### config.mk
export PLATFORM = sky130hd
export DESIGN_NAME = vcu_bridge
export DESIGN_NICKNAME = d
export VERILOG_FILES = /design/src/vcu_pkg.sv /design/src/vcu_fifo.sv /design/src/vcu_bridge.sv
export SDC_FILE = /design/constraint.sdc
export NUM_CORES = 1
export LEC_CHECK = 0
export ABC_AREA = 1
export BUFFER_PORTS_ARGS = -buffer_cell sky130_fd_sc_hd__buf_4
export CELL_PAD_IN_SITES_DETAIL_PLACEMENT = 1
export CELL_PAD_IN_SITES_GLOBAL_PLACEMENT = 2
export CORE_MARGIN = 2
export CORE_UTILIZATION = 38
export CTS_CLUSTER_DIAMETER = 120
export DETAILED_ROUTE_END_ITERATION = 16
export GPL_TIMING_DRIVEN = 1
export PLACE_DENSITY_LB_ADDON = 0.3
export SLEW_MARGIN = 0
export SYNTH_ARGS = -nofsm -noshare
export SYNTH_HDL_FRONTEND = slang
export SYNTH_SLANG_ARGS = --single-unit
### constraint.sdc
create_clock -name i_sys_clk -period 4.95 [get_ports i_sys_clk]
set_clock_uncertainty 0.15 [all_clocks]
set_input_delay 0.2475 -clock i_sys_clk [delete_from_list [all_inputs] [get_ports i_sys_clk]]
set_output_delay 0.2475 -clock i_sys_clk [all_outputs]
set_load 0.03 [all_outputs]
### src/vcu_pkg.sv
`default_nettype none
package vcu_pkg;
	localparam int unsigned VCU_CLK_HZ = 50000000;
	localparam int unsigned VCU_BAUD_DEFAULT = 115200;
	localparam int unsigned VCU_BAUD_MIN = 9600;
	localparam int unsigned VCU_BAUD_MAX = 921600;
	localparam int unsigned VCU_DIV_W = 16;
	localparam logic [VCU_DIV_W-1:0] VCU_DIV_DEFAULT = VCU_DIV_W'(VCU_CLK_HZ / VCU_BAUD_DEFAULT);
	localparam logic [VCU_DIV_W-1:0] VCU_DIV_MIN = VCU_DIV_W'(VCU_CLK_HZ / VCU_BAUD_MAX);
	localparam logic [VCU_DIV_W-1:0] VCU_DIV_MAX = VCU_DIV_W'(VCU_CLK_HZ / VCU_BAUD_MIN);
	localparam int unsigned VCU_DATA_W = 8;
	localparam int unsigned VCU_FIFO_DEPTH = 4;
	localparam logic [3:0] VCU_FRAME_BITS = 4'hA;
	localparam logic [1:0] VCU_HS_DEFAULT = 2'h0;
	typedef enum logic [1:0] {
		VCU_HS_DISABLED = 2'b00,
		VCU_HS_RTS = 2'b01,
		VCU_HS_CTS = 2'b10,
		VCU_HS_RTSCTS = 2'b11
	} vcu_hs_t;
	typedef enum logic [1:0] {
		VCU_ST_IDLE = 2'b00,
		VCU_ST_START = 2'b01,
		VCU_ST_DATA = 2'b10,
		VCU_ST_STOP = 2'b11
	} vcu_state_t;
endpackage
`default_nettype wire

### src/vcu_fifo.sv
`default_nettype none
module vcu_fifo #(
	parameter int unsigned WIDTH = 8,
	parameter int unsigned DEPTH = 4
) (
	input wire logic i_sys_clk,
	input wire logic i_rst_n,
	input wire logic i_ce,
	input wire logic i_in_valid,
	output logic o_in_ready,
	input wire logic [WIDTH-1:0] i_in_data,
	output logic o_out_valid,
	input wire logic i_out_ready,
	output logic [WIDTH-1:0] o_out_data
);
	localparam int unsigned AW = $clog2(DEPTH);
	logic [WIDTH-1:0] mem_q [DEPTH];
	logic [AW-1:0] wp_q, wp_d, rp_q, rp_d;
	logic [AW:0] cnt_q, cnt_d;
	logic push, pop;
	assign o_in_ready = (cnt_q != (AW+1)'(DEPTH));
	assign o_out_valid = (cnt_q != '0);
	assign o_out_data = mem_q[rp_q];
	always_comb begin
		push = i_in_valid && o_in_ready;
		pop = o_out_valid && i_out_ready;
		wp_d = push ? AW'((wp_q + 1'b1) % DEPTH) : wp_q;
		rp_d = pop ? AW'((rp_q + 1'b1) % DEPTH) : rp_q;
		cnt_d = cnt_q + (AW+1)'(push) - (AW+1)'(pop);
	end
	always_ff @(posedge i_sys_clk) begin
		if (!i_rst_n) begin
			wp_q <= '0;
			rp_q <= '0;
			cnt_q <= '0;
		end else if (i_ce) begin
			wp_q <= wp_d;
			rp_q <= rp_d;
			cnt_q <= cnt_d;
			if (push) begin
				mem_q[wp_q] <= i_in_data;
			end
		end
	end
endmodule
`default_nettype wire

### src/vcu_bridge.sv
`default_nettype none
module vcu_bridge
	import vcu_pkg::*;
(
	input wire logic i_sys_clk,
	input wire logic i_rst_n,
	input wire logic i_ce,
	input wire logic i_enable,
	input wire logic [1:0] i_hs_mode,
	input wire logic [VCU_DIV_W-1:0] i_baud_div,
	input wire logic i_cfg_load,
	input wire logic i_rx_line,
	output logic o_tx_line,
	output logic o_host_rdy_o,
	output logic o_host_rdy_oe_n,
	input wire logic i_tgt_rdy,
	input wire logic i_h2t_valid,
	output logic o_h2t_ready,
	input wire logic [VCU_DATA_W-1:0] i_h2t_data,
	output logic o_t2h_valid,
	input wire logic i_t2h_ready,
	output logic [VCU_DATA_W-1:0] o_t2h_data,
	output logic o_t2h_frame_err,
	output logic o_tx_busy
);
	function automatic logic [VCU_DIV_W-1:0] clamp_div(input logic [VCU_DIV_W-1:0] d);
		if (d < VCU_DIV_MIN) begin
			return VCU_DIV_MIN;
		end else if (d > VCU_DIV_MAX) begin
			return VCU_DIV_MAX;
		end
		return d;
	endfunction

	function automatic logic [VCU_DIV_W-1:0] dec_div(input logic [VCU_DIV_W-1:0] v);
		return v - VCU_DIV_W'(1);
	endfunction

	// Configuration registers.
	logic [1:0] hs_q, hs_d;
	logic [VCU_DIV_W-1:0] div_q, div_d;
	logic gate_en, thr_en;
	always_comb begin
		hs_d = hs_q;
		div_d = div_q;
		if (i_cfg_load) begin
			hs_d = i_hs_mode;
			div_d = clamp_div(i_baud_div);
		end
		gate_en = hs_q[1];
		thr_en = hs_q[0];
	end
	always_ff @(posedge i_sys_clk) begin
		if (!i_rst_n) begin
			hs_q <= VCU_HS_DEFAULT;
			div_q <= VCU_DIV_DEFAULT;
		end else if (i_ce) begin
			hs_q <= hs_d;
			div_q <= div_d;
		end
	end

	// Pin synchronisers.
	logic rx_m_q, rx_s_q, cts_m_q, cts_s_q;
	always_ff @(posedge i_sys_clk) begin
		if (!i_rst_n) begin
			rx_m_q <= 1'b1;
			rx_s_q <= 1'b1;
			cts_m_q <= 1'b0;
			cts_s_q <= 1'b0;
		end else if (i_ce) begin
			rx_m_q <= i_rx_line;
			rx_s_q <= rx_m_q;
			cts_m_q <= i_tgt_rdy;
			cts_s_q <= cts_m_q;
		end
	end

	// Transmitter toward the target.
	vcu_state_t tst_q, tst_d;
	logic [VCU_DIV_W-1:0] tcnt_q, tcnt_d;
	logic [2:0] tbit_q, tbit_d;
	logic [VCU_DATA_W-1:0] tsh_q, tsh_d;
	logic tx_q, tx_d;
	logic h2t_take, busy_q, busy_d;
	always_comb begin
		tst_d = tst_q;
		tcnt_d = tcnt_q;
		tbit_d = tbit_q;
		tsh_d = tsh_q;
		tx_d = tx_q;
		h2t_take = 1'b0;
		case (tst_q)
			VCU_ST_IDLE: begin
				tx_d = 1'b1;
				// Target-ready only looked at here, never mid-byte.
				if (i_enable && i_h2t_valid && (!gate_en || cts_s_q)) begin
					h2t_take = 1'b1;
					tsh_d = i_h2t_data;
					tcnt_d = dec_div(div_q);
					tx_d = 1'b0;
					tst_d = VCU_ST_START;
				end
			end
			VCU_ST_START, VCU_ST_DATA, VCU_ST_STOP: begin
				// A running byte ignores target-ready and enable.
				if (tcnt_q != '0) begin
					tcnt_d = dec_div(tcnt_q);
				end else begin
					tcnt_d = dec_div(div_q);
					case (tst_q)
						VCU_ST_START: begin
							tx_d = tsh_q[0];
							tsh_d = tsh_q >> 1;
							tbit_d = 3'h0;
							tst_d = VCU_ST_DATA;
						end
						VCU_ST_DATA: begin
							if (tbit_q == 3'h7) begin
								tx_d = 1'b1;
								tst_d = VCU_ST_STOP;
							end else begin
								tx_d = tsh_q[0];
								tsh_d = tsh_q >> 1;
								tbit_d = tbit_q + 3'h1;
							end
						end
						default: begin
							tst_d = VCU_ST_IDLE;
						end
					endcase
				end
			end
			default: tst_d = VCU_ST_IDLE;
		endcase
		busy_d = (tst_d != VCU_ST_IDLE);
	end
	always_ff @(posedge i_sys_clk) begin
		if (!i_rst_n) begin
			busy_q <= 1'b0;
			tst_q <= VCU_ST_IDLE;
			tcnt_q <= '0;
			tbit_q <= '0;
			tsh_q <= '0;
			tx_q <= 1'b1;
		end else if (i_ce) begin
			tst_q <= tst_d;
			tcnt_q <= tcnt_d;
			tbit_q <= tbit_d;
			tsh_q <= tsh_d;
			tx_q <= tx_d;
			busy_q <= busy_d;
		end
	end

	// Receiver from the target.
	vcu_state_t rst_q, rst_d;
	logic [VCU_DIV_W-1:0] rcnt_q, rcnt_d;
	logic [2:0] rbit_q, rbit_d;
	logic [VCU_DATA_W-1:0] rsh_q, rsh_d;
	logic rpush, fifo_in_rdy, ferr_q, ferr_d;
	always_comb begin
		rst_d = rst_q;
		rcnt_d = rcnt_q;
		rbit_d = rbit_q;
		rsh_d = rsh_q;
		rpush = 1'b0;
		ferr_d = ferr_q;
		case (rst_q)
			VCU_ST_IDLE: begin
				if (i_enable && !rx_s_q) begin
					rcnt_d = div_q >> 1;
					rst_d = VCU_ST_START;
				end
			end
			VCU_ST_START, VCU_ST_DATA, VCU_ST_STOP: begin
				if (rcnt_q != '0) begin
					rcnt_d = dec_div(rcnt_q);
				end else begin
					rcnt_d = dec_div(div_q);
					case (rst_q)
						VCU_ST_START: begin
							// A glitch shorter than half a bit is not a start.
							rst_d = rx_s_q ? VCU_ST_IDLE : VCU_ST_DATA;
							rbit_d = 3'h0;
						end
						VCU_ST_DATA: begin
							rsh_d = {rx_s_q, rsh_q[VCU_DATA_W-1:1]};
							rbit_d = rbit_q + 3'h1;
							if (rbit_q == 3'h7) begin
								rst_d = VCU_ST_STOP;
							end
						end
						default: begin
							// A byte arriving into a full buffer is dropped.
							rpush = rx_s_q && fifo_in_rdy;
							ferr_d = !rx_s_q;
							rst_d = VCU_ST_IDLE;
						end
					endcase
				end
			end
			default: rst_d = VCU_ST_IDLE;
		endcase
	end
	always_ff @(posedge i_sys_clk) begin
		if (!i_rst_n) begin
			rst_q <= VCU_ST_IDLE;
			rcnt_q <= '0;
			rbit_q <= '0;
			rsh_q <= '0;
			ferr_q <= 1'b0;
		end else if (i_ce) begin
			rst_q <= rst_d;
			rcnt_q <= rcnt_d;
			rbit_q <= rbit_d;
			rsh_q <= rsh_d;
			ferr_q <= ferr_d;
		end
	end

	logic fifo_out_valid;
	logic [VCU_DATA_W-1:0] fifo_out_data;
	logic t2h_valid_q, t2h_valid_d;
	logic [VCU_DATA_W-1:0] t2h_data_q, t2h_data_d;
	logic fifo_pop;
	vcu_fifo #(
		.WIDTH(VCU_DATA_W),
		.DEPTH(VCU_FIFO_DEPTH)
	) u_fifo (
		.i_sys_clk(i_sys_clk),
		.i_rst_n(i_rst_n),
		.i_ce(i_ce),
		.i_in_valid(rpush),
		.o_in_ready(fifo_in_rdy),
		.i_in_data(rsh_q),
		.o_out_valid(fifo_out_valid),
		.i_out_ready(fifo_pop),
		.o_out_data(fifo_out_data)
	);

	// Output stage registered so host-facing outputs come from flops.
	logic rdy_q, rdy_d, oe_n_q, oe_n_d, h2t_rdy_q, h2t_rdy_d;
	logic [2:0] occ_q, occ_d;
	always_comb begin
		fifo_pop = !t2h_valid_q || i_t2h_ready;
		t2h_valid_d = t2h_valid_q;
		t2h_data_d = t2h_data_q;
		if (fifo_pop) begin
			t2h_valid_d = fifo_out_valid;
			t2h_data_d = fifo_out_data;
		end
		occ_d = occ_q + 3'(rpush) - 3'(fifo_pop && fifo_out_valid);
		// Built from the next occupancy, so the line falls on the edge the last slot fills.
		rdy_d = (occ_d != 3'(VCU_FIFO_DEPTH));
		oe_n_d = !thr_en;
		h2t_rdy_d = h2t_take;
	end
	always_ff @(posedge i_sys_clk) begin
		if (!i_rst_n) begin
			t2h_valid_q <= 1'b0;
			t2h_data_q <= '0;
			rdy_q <= 1'b0;
			occ_q <= '0;
			oe_n_q <= 1'b1;
			h2t_rdy_q <= 1'b0;
		end else if (i_ce) begin
			t2h_valid_q <= t2h_valid_d;
			t2h_data_q <= t2h_data_d;
			rdy_q <= rdy_d;
			occ_q <= occ_d;
			oe_n_q <= oe_n_d;
			h2t_rdy_q <= h2t_rdy_d;
		end
	end

	assign o_tx_line = tx_q;
	assign o_host_rdy_o = rdy_q;
	assign o_host_rdy_oe_n = oe_n_q;
	assign o_h2t_ready = h2t_rdy_q;
	assign o_t2h_valid = t2h_valid_q;
	assign o_t2h_data = t2h_data_q;
	assign o_t2h_frame_err = ferr_q;
	assign o_tx_busy = busy_q;
endmodule
`default_nettype wire

Yosys cells after proc, flatten, opt, wreduce, memory -nomap -nowiden

Memory sizes are Yosys's and may differ from the RTL's. A register that Yosys moved wholly into a read port is not among the register bits.
Cells that the tools add are included.
W data, S select, Z words.

Register bits: 97
RAM bits: 32
Input port bits: 35
Output and inout bits: 15
Word-level logic and storage cells: 142
Memories kept: 1

$add $sub $neg: 11
Magnitude comparators: 2
Eq/ne operators: 18
Mux-type cells: 45
Bitwise logic cells: 3
Reductions and logical operators: 37

Memories:

| memory       | depth | width | read ports | clocked after memory_dff | write ports | line           | text |
|---|---|---|---|---|---|---|---|
| u_fifo.mem_q | 4     | 8     | 1          | 1                        | 1           | vcu_fifo.sv:17 | `logic [WIDTH-1:0] mem_q [DEPTH];` |

Operators by type and width:

| cell                    | number |
|---|---|
| $mux W16                | 7 |
| $pmux W16 S2            | 2 |
| $sub A16 B1 Y16 const B | 3 |
| $pmux W8 S2             | 2 |
| $reduce_bool A16 Y1     | 2 |
| $mux W8                 | 3 |
| $gt A16 B13 Y1 const B  | 1 |
| $lt A16 B6 Y1 const B   | 1 |
| $pmux W2 S2             | 4 |
| $reduce_and A4 Y1       | 4 |
| $mux W1                 | 15 |
| $ne A3 B3 Y1 const B    | 5 |
| $mux W2                 | 7 |
| $pmux W3 S2             | 2 |
| $reduce_and A2 Y1       | 6 |
| $ne A2 B2 Y1 const B    | 5 |
| $reduce_and A5 Y1       | 2 |
| $eq A2 B2 Y1 const B    | 4 |
| $add A3 B1 Y3           | 2 |
| $add A3 B1 Y3 const B   | 2 |
| $eq A3 B3 Y1 const B    | 2 |
| $logic_and A1 B1 Y1     | 6 |
| $reduce_bool A2 Y1      | 3 |
| $reduce_or A3 Y1        | 2 |
| 12 further kinds        | 24 |

Depth between registers and ports, before layout

Word-level depth: 10
Depth in mapped cells: 15

By module

Synthesis repeated with hierarchy kept, for this count alone.

Cell total of the unflattened synthesis: 1050
Area total of the unflattened synthesis: 7641.1 µm²

Modules (own cells, without submodules):

| module     | times used | cells each | area an instance (µm²) | seq. area each (µm²) |
|---|---|---|---|---|
| vcu_bridge | 1          | 902        | 5916.9                 | 1961.9 |
| vcu_fifo   | 1          | 148        | 1724.2                 | 1141.1 |

Worst setup path after synthesis

Ideal clock, no wire load.

Path kind: reg-to-reg
Start: register rcnt_q[0]
End: register u_fifo.cnt_q[2]
Data arrival time: 2.282 ns
Data required time: 4.730 ns
Slack: 2.448 ns
Cell stages (with the launch flop): 16
Buffers on the path: 1
Clock period less this slack: 2.502 ns
Path through: dfxtp_1 inv_1 ha_1 nand3_4 nor2_8 nand4_2 buf_2 nor3_1 ha_1 inv_1 fa_1 nand2_1 nand2_1 nor2_1 o21ai_0 a21oi_1

Word-level cells in the longest chain between the ends: 6

Ends and longest elaborated chain:

| element                | line              | text |
|---|---|---|
| from (decl)            | vcu_bridge.sv:158 | `logic [VCU_DIV_W-1:0] rcnt_q, rcnt_d;` |
| from (signal assigned) | vcu_bridge.sv:215 | `rcnt_q <= rcnt_d;` |
| $reduce_bool A16 Y1    | vcu_bridge.sv:177 | `if (rcnt_q != '0) begin` |
| $mux W1                | vcu_bridge.sv:177 |  |
| $mux W1                | vcu_bridge.sv:169 | `case (rst_q)` |
| $logic_and A1 B1 Y1    | vcu_fifo.sv:25    | `push = i_in_valid && o_in_ready;` |
| $add A3 B1 Y3          | vcu_fifo.sv:29    | `cnt_d = cnt_q + (AW+1)'(push) - (AW+1)'(pop);` |
| $sub A3 B1 Y3          | vcu_fifo.sv:29    |  |
| to (signal assigned)   | vcu_fifo.sv:39    | `cnt_q <= cnt_d;` |
| to (decl)              | vcu_fifo.sv:19    | `logic [AW:0] cnt_q, cnt_d;` |

No other way between the ends.
A chain may end at the register's enable or synchronous reset.

Final worst setup path

Start: register rcnt_q[1]
End: memory u_fifo.mem_q[3][2], enable pin

Word-level cells in the longest chain between the ends: 8

Ends and longest elaborated chain:

| element                       | line              | text |
|---|---|---|
| $reduce_bool A16 Y1           | vcu_bridge.sv:177 |  |
| $mux W1                       | vcu_bridge.sv:177 |  |
| $mux W1                       | vcu_bridge.sv:169 |  |
| $logic_and A1 B1 Y1           | vcu_fifo.sv:25    |  |
| $mux W1                       | vcu_fifo.sv:40    | `if (push) begin` |
| $mux W1                       | vcu_fifo.sv:36    | `end else if (i_ce) begin` |
| $mux W1                       | vcu_fifo.sv:32    | `if (!i_rst_n) begin` |
| $mux W1 (not written as such) | vcu_fifo.sv:41    | `mem_q[wp_q] <= i_in_data;` |
| to (decl)                     | vcu_fifo.sv:17    |  |

No other way between the ends.

==> key figures <==
Run status
  • Run status: finished, final reports clean

Clocking
  • CTS tree: done
  • Number of sinks on the clock net: 137
  • Number of gates resized after CTS: 0
  • Clock Tree Buf Depth: 2
  • Number of CTS-inserted buffers: 17
  • Clk pin slew, worst setup/hold paths: 0.07 ns
  • Cell at the root of the clock tree: sky130_fd_sc_hd__clkbuf_16
  • Clk_lat worst skew: 0.42 ns
  • H-tree depth reported by CTS: 4

Place
  • Weighted congestion reported at the end of routability-driven placement: 0.8331
  • Post-detail-place hpwl: 16.35 mm
  • Area after DPL: 7995 um2
  • Input/output buffers: slightly below 50
  • Cell total after placement: 1302

Drt
  • Via count: approximately 6.8k
  • Routed length per placed instance: 16.54 um
  • Number of DRC violations after detailed-routing iteration 0: 320
  • Post-detailed-route via-to-cell ratio: 5.043
  • DRT Wirelength: 22.40 mm
  • Iteration count of the initial detailed-routing pass: 4
  • Count of nets left with antenna violations after detail routing: 0
  • DR DRC count: 0

Critical path
  • Crit path largest cell delay: 0.57 ns
  • Critical path's slowest cell: sky130_fd_sc_hd__nor2_1
  • Largest fanout on the critical path: 13
  • Slack of the worst reg-to-reg path: 1.98 ns
  • Count of buffering cells on the critical path with inverters included: 1
  • Required time of the critical path: 4.86 ns
  • Sequence of cells on the critical path: inv_1, ha_1, nand3_4, nor2_8, nand4_2, nor3_2, nand3_1, nor2_1
  • Crit path max-delay family: simple AND/OR/NAND/NOR gates
  • Crit Path Class: flip-flop to flip-flop
  • Data arrival time at the worst-slack endpoint: approximately 2.9 ns
  • Worst setup SP type: flip-flop
  • Endpoint type of the worst setup path: flip-flop

Power
  • Share of power burned in the clock network: 0.343
  • Maximum ir drop on the vdd rail: 0.0002778 V
  • Sequential Power Share: 0.336
  • Internal power summed over all cells: 0.002418 W
  • P_sw: 0.001528 W
  • Leakage power figure: 3.900 nW
  • Cell area power density: 447.7 nW/um2
  • Switching share of power: 0.3871
  • Proportion of power drawn by combinational gates: 0.321

Layout
  • Antenna diode count: 0
  • Layout overhead on the synthesized area: 18.34%
  • Total Nets Final: 1137
  • Fin util: 0.4559
  • Register area: 3063 um2
  • Fraction of layout cells with a size suffix above 1: 0.1203
  • Final instance area: 8815 um2
  • Most frequent cells in the layout: sky130_fd_sc_hd__nand2_1 (233), sky130_fd_sc_hd__nor2_1 (117), sky130_fd_sc_hd__inv_1 (110), sky130_fd_sc_hd__dfxtp_1 (105), sky130_fd_sc_hd__o21ai_0 (94)
  • Area occupied by multi-input gates: approximately 3800 um2
  • Count of filler cells inserted in the layout: 2456
  • Most frequent standard cell in the layout excluding fill and tap cells: sky130_fd_sc_hd__nand2_1
  • Non-filler instance count after layout: around 1.4k

Yosys
  • Post-Synthesis Cells: 1021
  • Seq/Total Area, Yosys: 0.4112
  • Syn_nets: 1082
  • Area of the mapped netlist: 7448 um2
  • Number of enable flip-flop cells after synthesis: 32
  • Number of flip-flops and latches in the synthesized netlist: between 100 and 150
  • Warnings, synthesis: 0
  • Yosys cell types: 49
  • Post-synthesis average cell area: 7.295 um2
  • Main flop type after synthesis: sky130_fd_sc_hd__dfxtp_1
  • Asr flop ratio synth: 0

STA
  • Number of failing setup endpoints in the final timing report: 0
  • Unrepaired setup endpoints after global routing: false
  • Final min period: about 3 ns
  • Worst-case headroom to the max-slew limit: 0.5554
  • Slew at the pin closest to its max-slew limit: 0.6644 ns
  • Setup tns final: 0 ns
  • Final hold vios: 0
  • Max Fclk: 336.9 MHz
  • Pins over their slew limit: 0
  • Period utilisation layout: 0.5997
  • Hold_ws: 0.02615 ns

Global routing
  • Number of global-route vias before repair: 6922
  • Gr busiest metal: met2
  • Total gr overflow: 0
  • Maximum number of pins on one net before global-route repair: between 50 and 60
  • Overall global routing resource usage: 0.2255
  • Number of antenna violations at the first check in global routing: 0
  • Met3 track demand over resource in global routing: 0.03311
  • First-pass GRT wire length: 36.33 mm
  • Met2 track demand over resource in global routing: 0.3880
  • GR met1 Demand/Resource: 0.2963

Floorplan
  • Placement row count: 51
  • Chip width: between 100 and 150 um
  • Number of top-level pins: 50
  • Placeable core region: roughly 19000 um2
  • Vert. Die Dim: 144.0 um
  • Die area: 20740 um2
  • Initial Utilization: 0.3852

Job
  • Max-cap violations: 0

Hold path
  • Worst Hold Class: primary input to flip-flop
## timing repair
item,CTS,global route
hold buffers,20,0
buffers inserted,0,0
hold endpoints to repair,19,0
## logic make-up (layout without fill, tap and decap cells)
kind of cell	after synthesis	in the layout	share of synthesized area
XOR/XNOR	17	17	0.01999
buffers and inverters	155	223	0.08399
AND/OR/NAND/NOR	480	480	0.2896
adder cells (fa/ha/maj)	26	26	0.04569
flip-flops	137	137	0.4112
AO/OA/AOI/OAI	205	205	0.1482
multiplexers	1	1	0.001344
## power by group through the flow
stage | clock network (W) | logic [W] | registers (W)
finish | 0.00135 | 0.00127 | 0.00133
detailed placement | 0 | 0.00125 | 0.00135
floorplan | 0 | 0.000921 | 0.00135
CTS | 0.00138 | 0.00127 | 0.00133
global route | 0.00142 | 0.00144 | 0.00134
global placement | 0 | 0.00124 | 0.00135
## area by class of cell
class / instances / area share
inverter: 121 / 0.05280
tap: 265 / 0.03762
multi-input combinational: 729 / 0.4265
clock buffer: 17 / 0.04826
timing repair buffer: 70 / 0.06529
sequential: 137 / 0.3475
clock inverter: 15 / 0.02200
## per-stage QoR
| step | total power [W] | setup slack, ns |
|---|---|---|
| floorplan | 0.002267 | 2.448 |
| global placement | 0.002584 | 2.087 |
| detailed placement | 0.002596 | 1.973 |
| CTS | 0.003973 | 1.929 |
| global route | 0.004194 | 1.679 |
| finish | 0.003946 | 1.982 |
## cell usage after synthesis (2+ instances only)
cell type,n,area [um2]
sky130_fd_sc_hd__ha_1,24,300.3
sky130_fd_sc_hd__nand4_1,13,81.33
sky130_fd_sc_hd__buf_1,2,7.510
sky130_fd_sc_hd__a21oi_1,78,390.4
sky130_fd_sc_hd__clkinv_2,3,15.01
sky130_fd_sc_hd__nor3_1,14,70.07
sky130_fd_sc_hd__a31oi_1,4,25.02
sky130_fd_sc_hd__nand2_1,233,874.6
sky130_fd_sc_hd__clkbuf_1,17,63.81
sky130_fd_sc_hd__xnor2_1,2,17.52
sky130_fd_sc_hd__buf_2,11,55.05
sky130_fd_sc_hd__nand3_1,64,320.3
sky130_fd_sc_hd__o211ai_1,4,30.03
sky130_fd_sc_hd__inv_2,5,18.77
sky130_fd_sc_hd__nor2_4,8,90.09
sky130_fd_sc_hd__fa_1,2,40.04
sky130_fd_sc_hd__nand3b_1,3,22.52
sky130_fd_sc_hd__o21ai_1,5,25.02
sky130_fd_sc_hd__nor3_2,3,30.03
sky130_fd_sc_hd__o22ai_1,9,56.30
sky130_fd_sc_hd__a21o_1,2,15.01
sky130_fd_sc_hd__xor2_1,15,131.4
sky130_fd_sc_hd__dfxtp_1,105,2102
sky130_fd_sc_hd__inv_1,110,412.9
sky130_fd_sc_hd__nor2_1,117,439.2
sky130_fd_sc_hd__nand3_4,2,35.03
sky130_fd_sc_hd__o21ai_0,94,470.5
sky130_fd_sc_hd__a211oi_1,2,15.01
sky130_fd_sc_hd__nand2_4,3,33.78
sky130_fd_sc_hd__buf_4,3,22.52
sky130_fd_sc_hd__edfxtp_1,32,960.9
sky130_fd_sc_hd__nand3_2,4,40.04
sky130_fd_sc_hd__o211ai_2,2,25.02
sky130_fd_sc_hd__nand2_2,4,25.02
sky130_fd_sc_hd__nor2_2,8,50.05
## registers in the layout (all words and copies together), names as in the netlist, 2 cells and up
| signal | count |
|---|---|
| div_q | 16 |
| hs_q | 2 |
| o_t2h_data | 8 |
| occ_q | 3 |
| rbit_q | 3 |
| rcnt_q | 16 |
| rsh_q | 8 |
| rst_q | 2 |
| tbit_q | 3 |
| tcnt_q | 16 |
| tsh_q | 8 |
| tst_q | 2 |
| u_fifo.cnt_q | 3 |
| u_fifo.mem_q | 32 |
| u_fifo.rp_q | 2 |
| u_fifo.wp_q | 2 |
## path summary, 6_finish.rpt
| path | from | to | cells after the start |
|---|---|---|---|
| max | rcnt_q[1]$_SDFFE_PN0P_ | u_fifo.mem_q[3][2]$_DFFE_PP_ | 8 |
| min | i_h2t_data[4] | tsh_q[4]$_SDFFE_PN0P_ | 5 |
| max reg2reg | rcnt_q[1]$_SDFFE_PN0P_ | u_fifo.mem_q[3][2]$_DFFE_PP_ | 8 |
| min reg2reg | o_t2h_frame_err$_SDFFE_PN0P_ | o_t2h_frame_err$_SDFFE_PN0P_ | 2 |
## worst reg2reg max path: cells and delay by family (launching register included)
kind / cells / cell delay [ns]
buf+inv: 1 / 0.12
simple gates: 6 / 1.75
flops: 1 / 0.31
fa+ha+maj: 1 / 0.27
## per-layer routing
metal  share of wire  up-vias
li1                -     3462
met1            0.48     3234
met2            0.48      105
met3           0.027       27
met4           0.014        0
met5               0        -
Power figures use the tool's default switching activity.
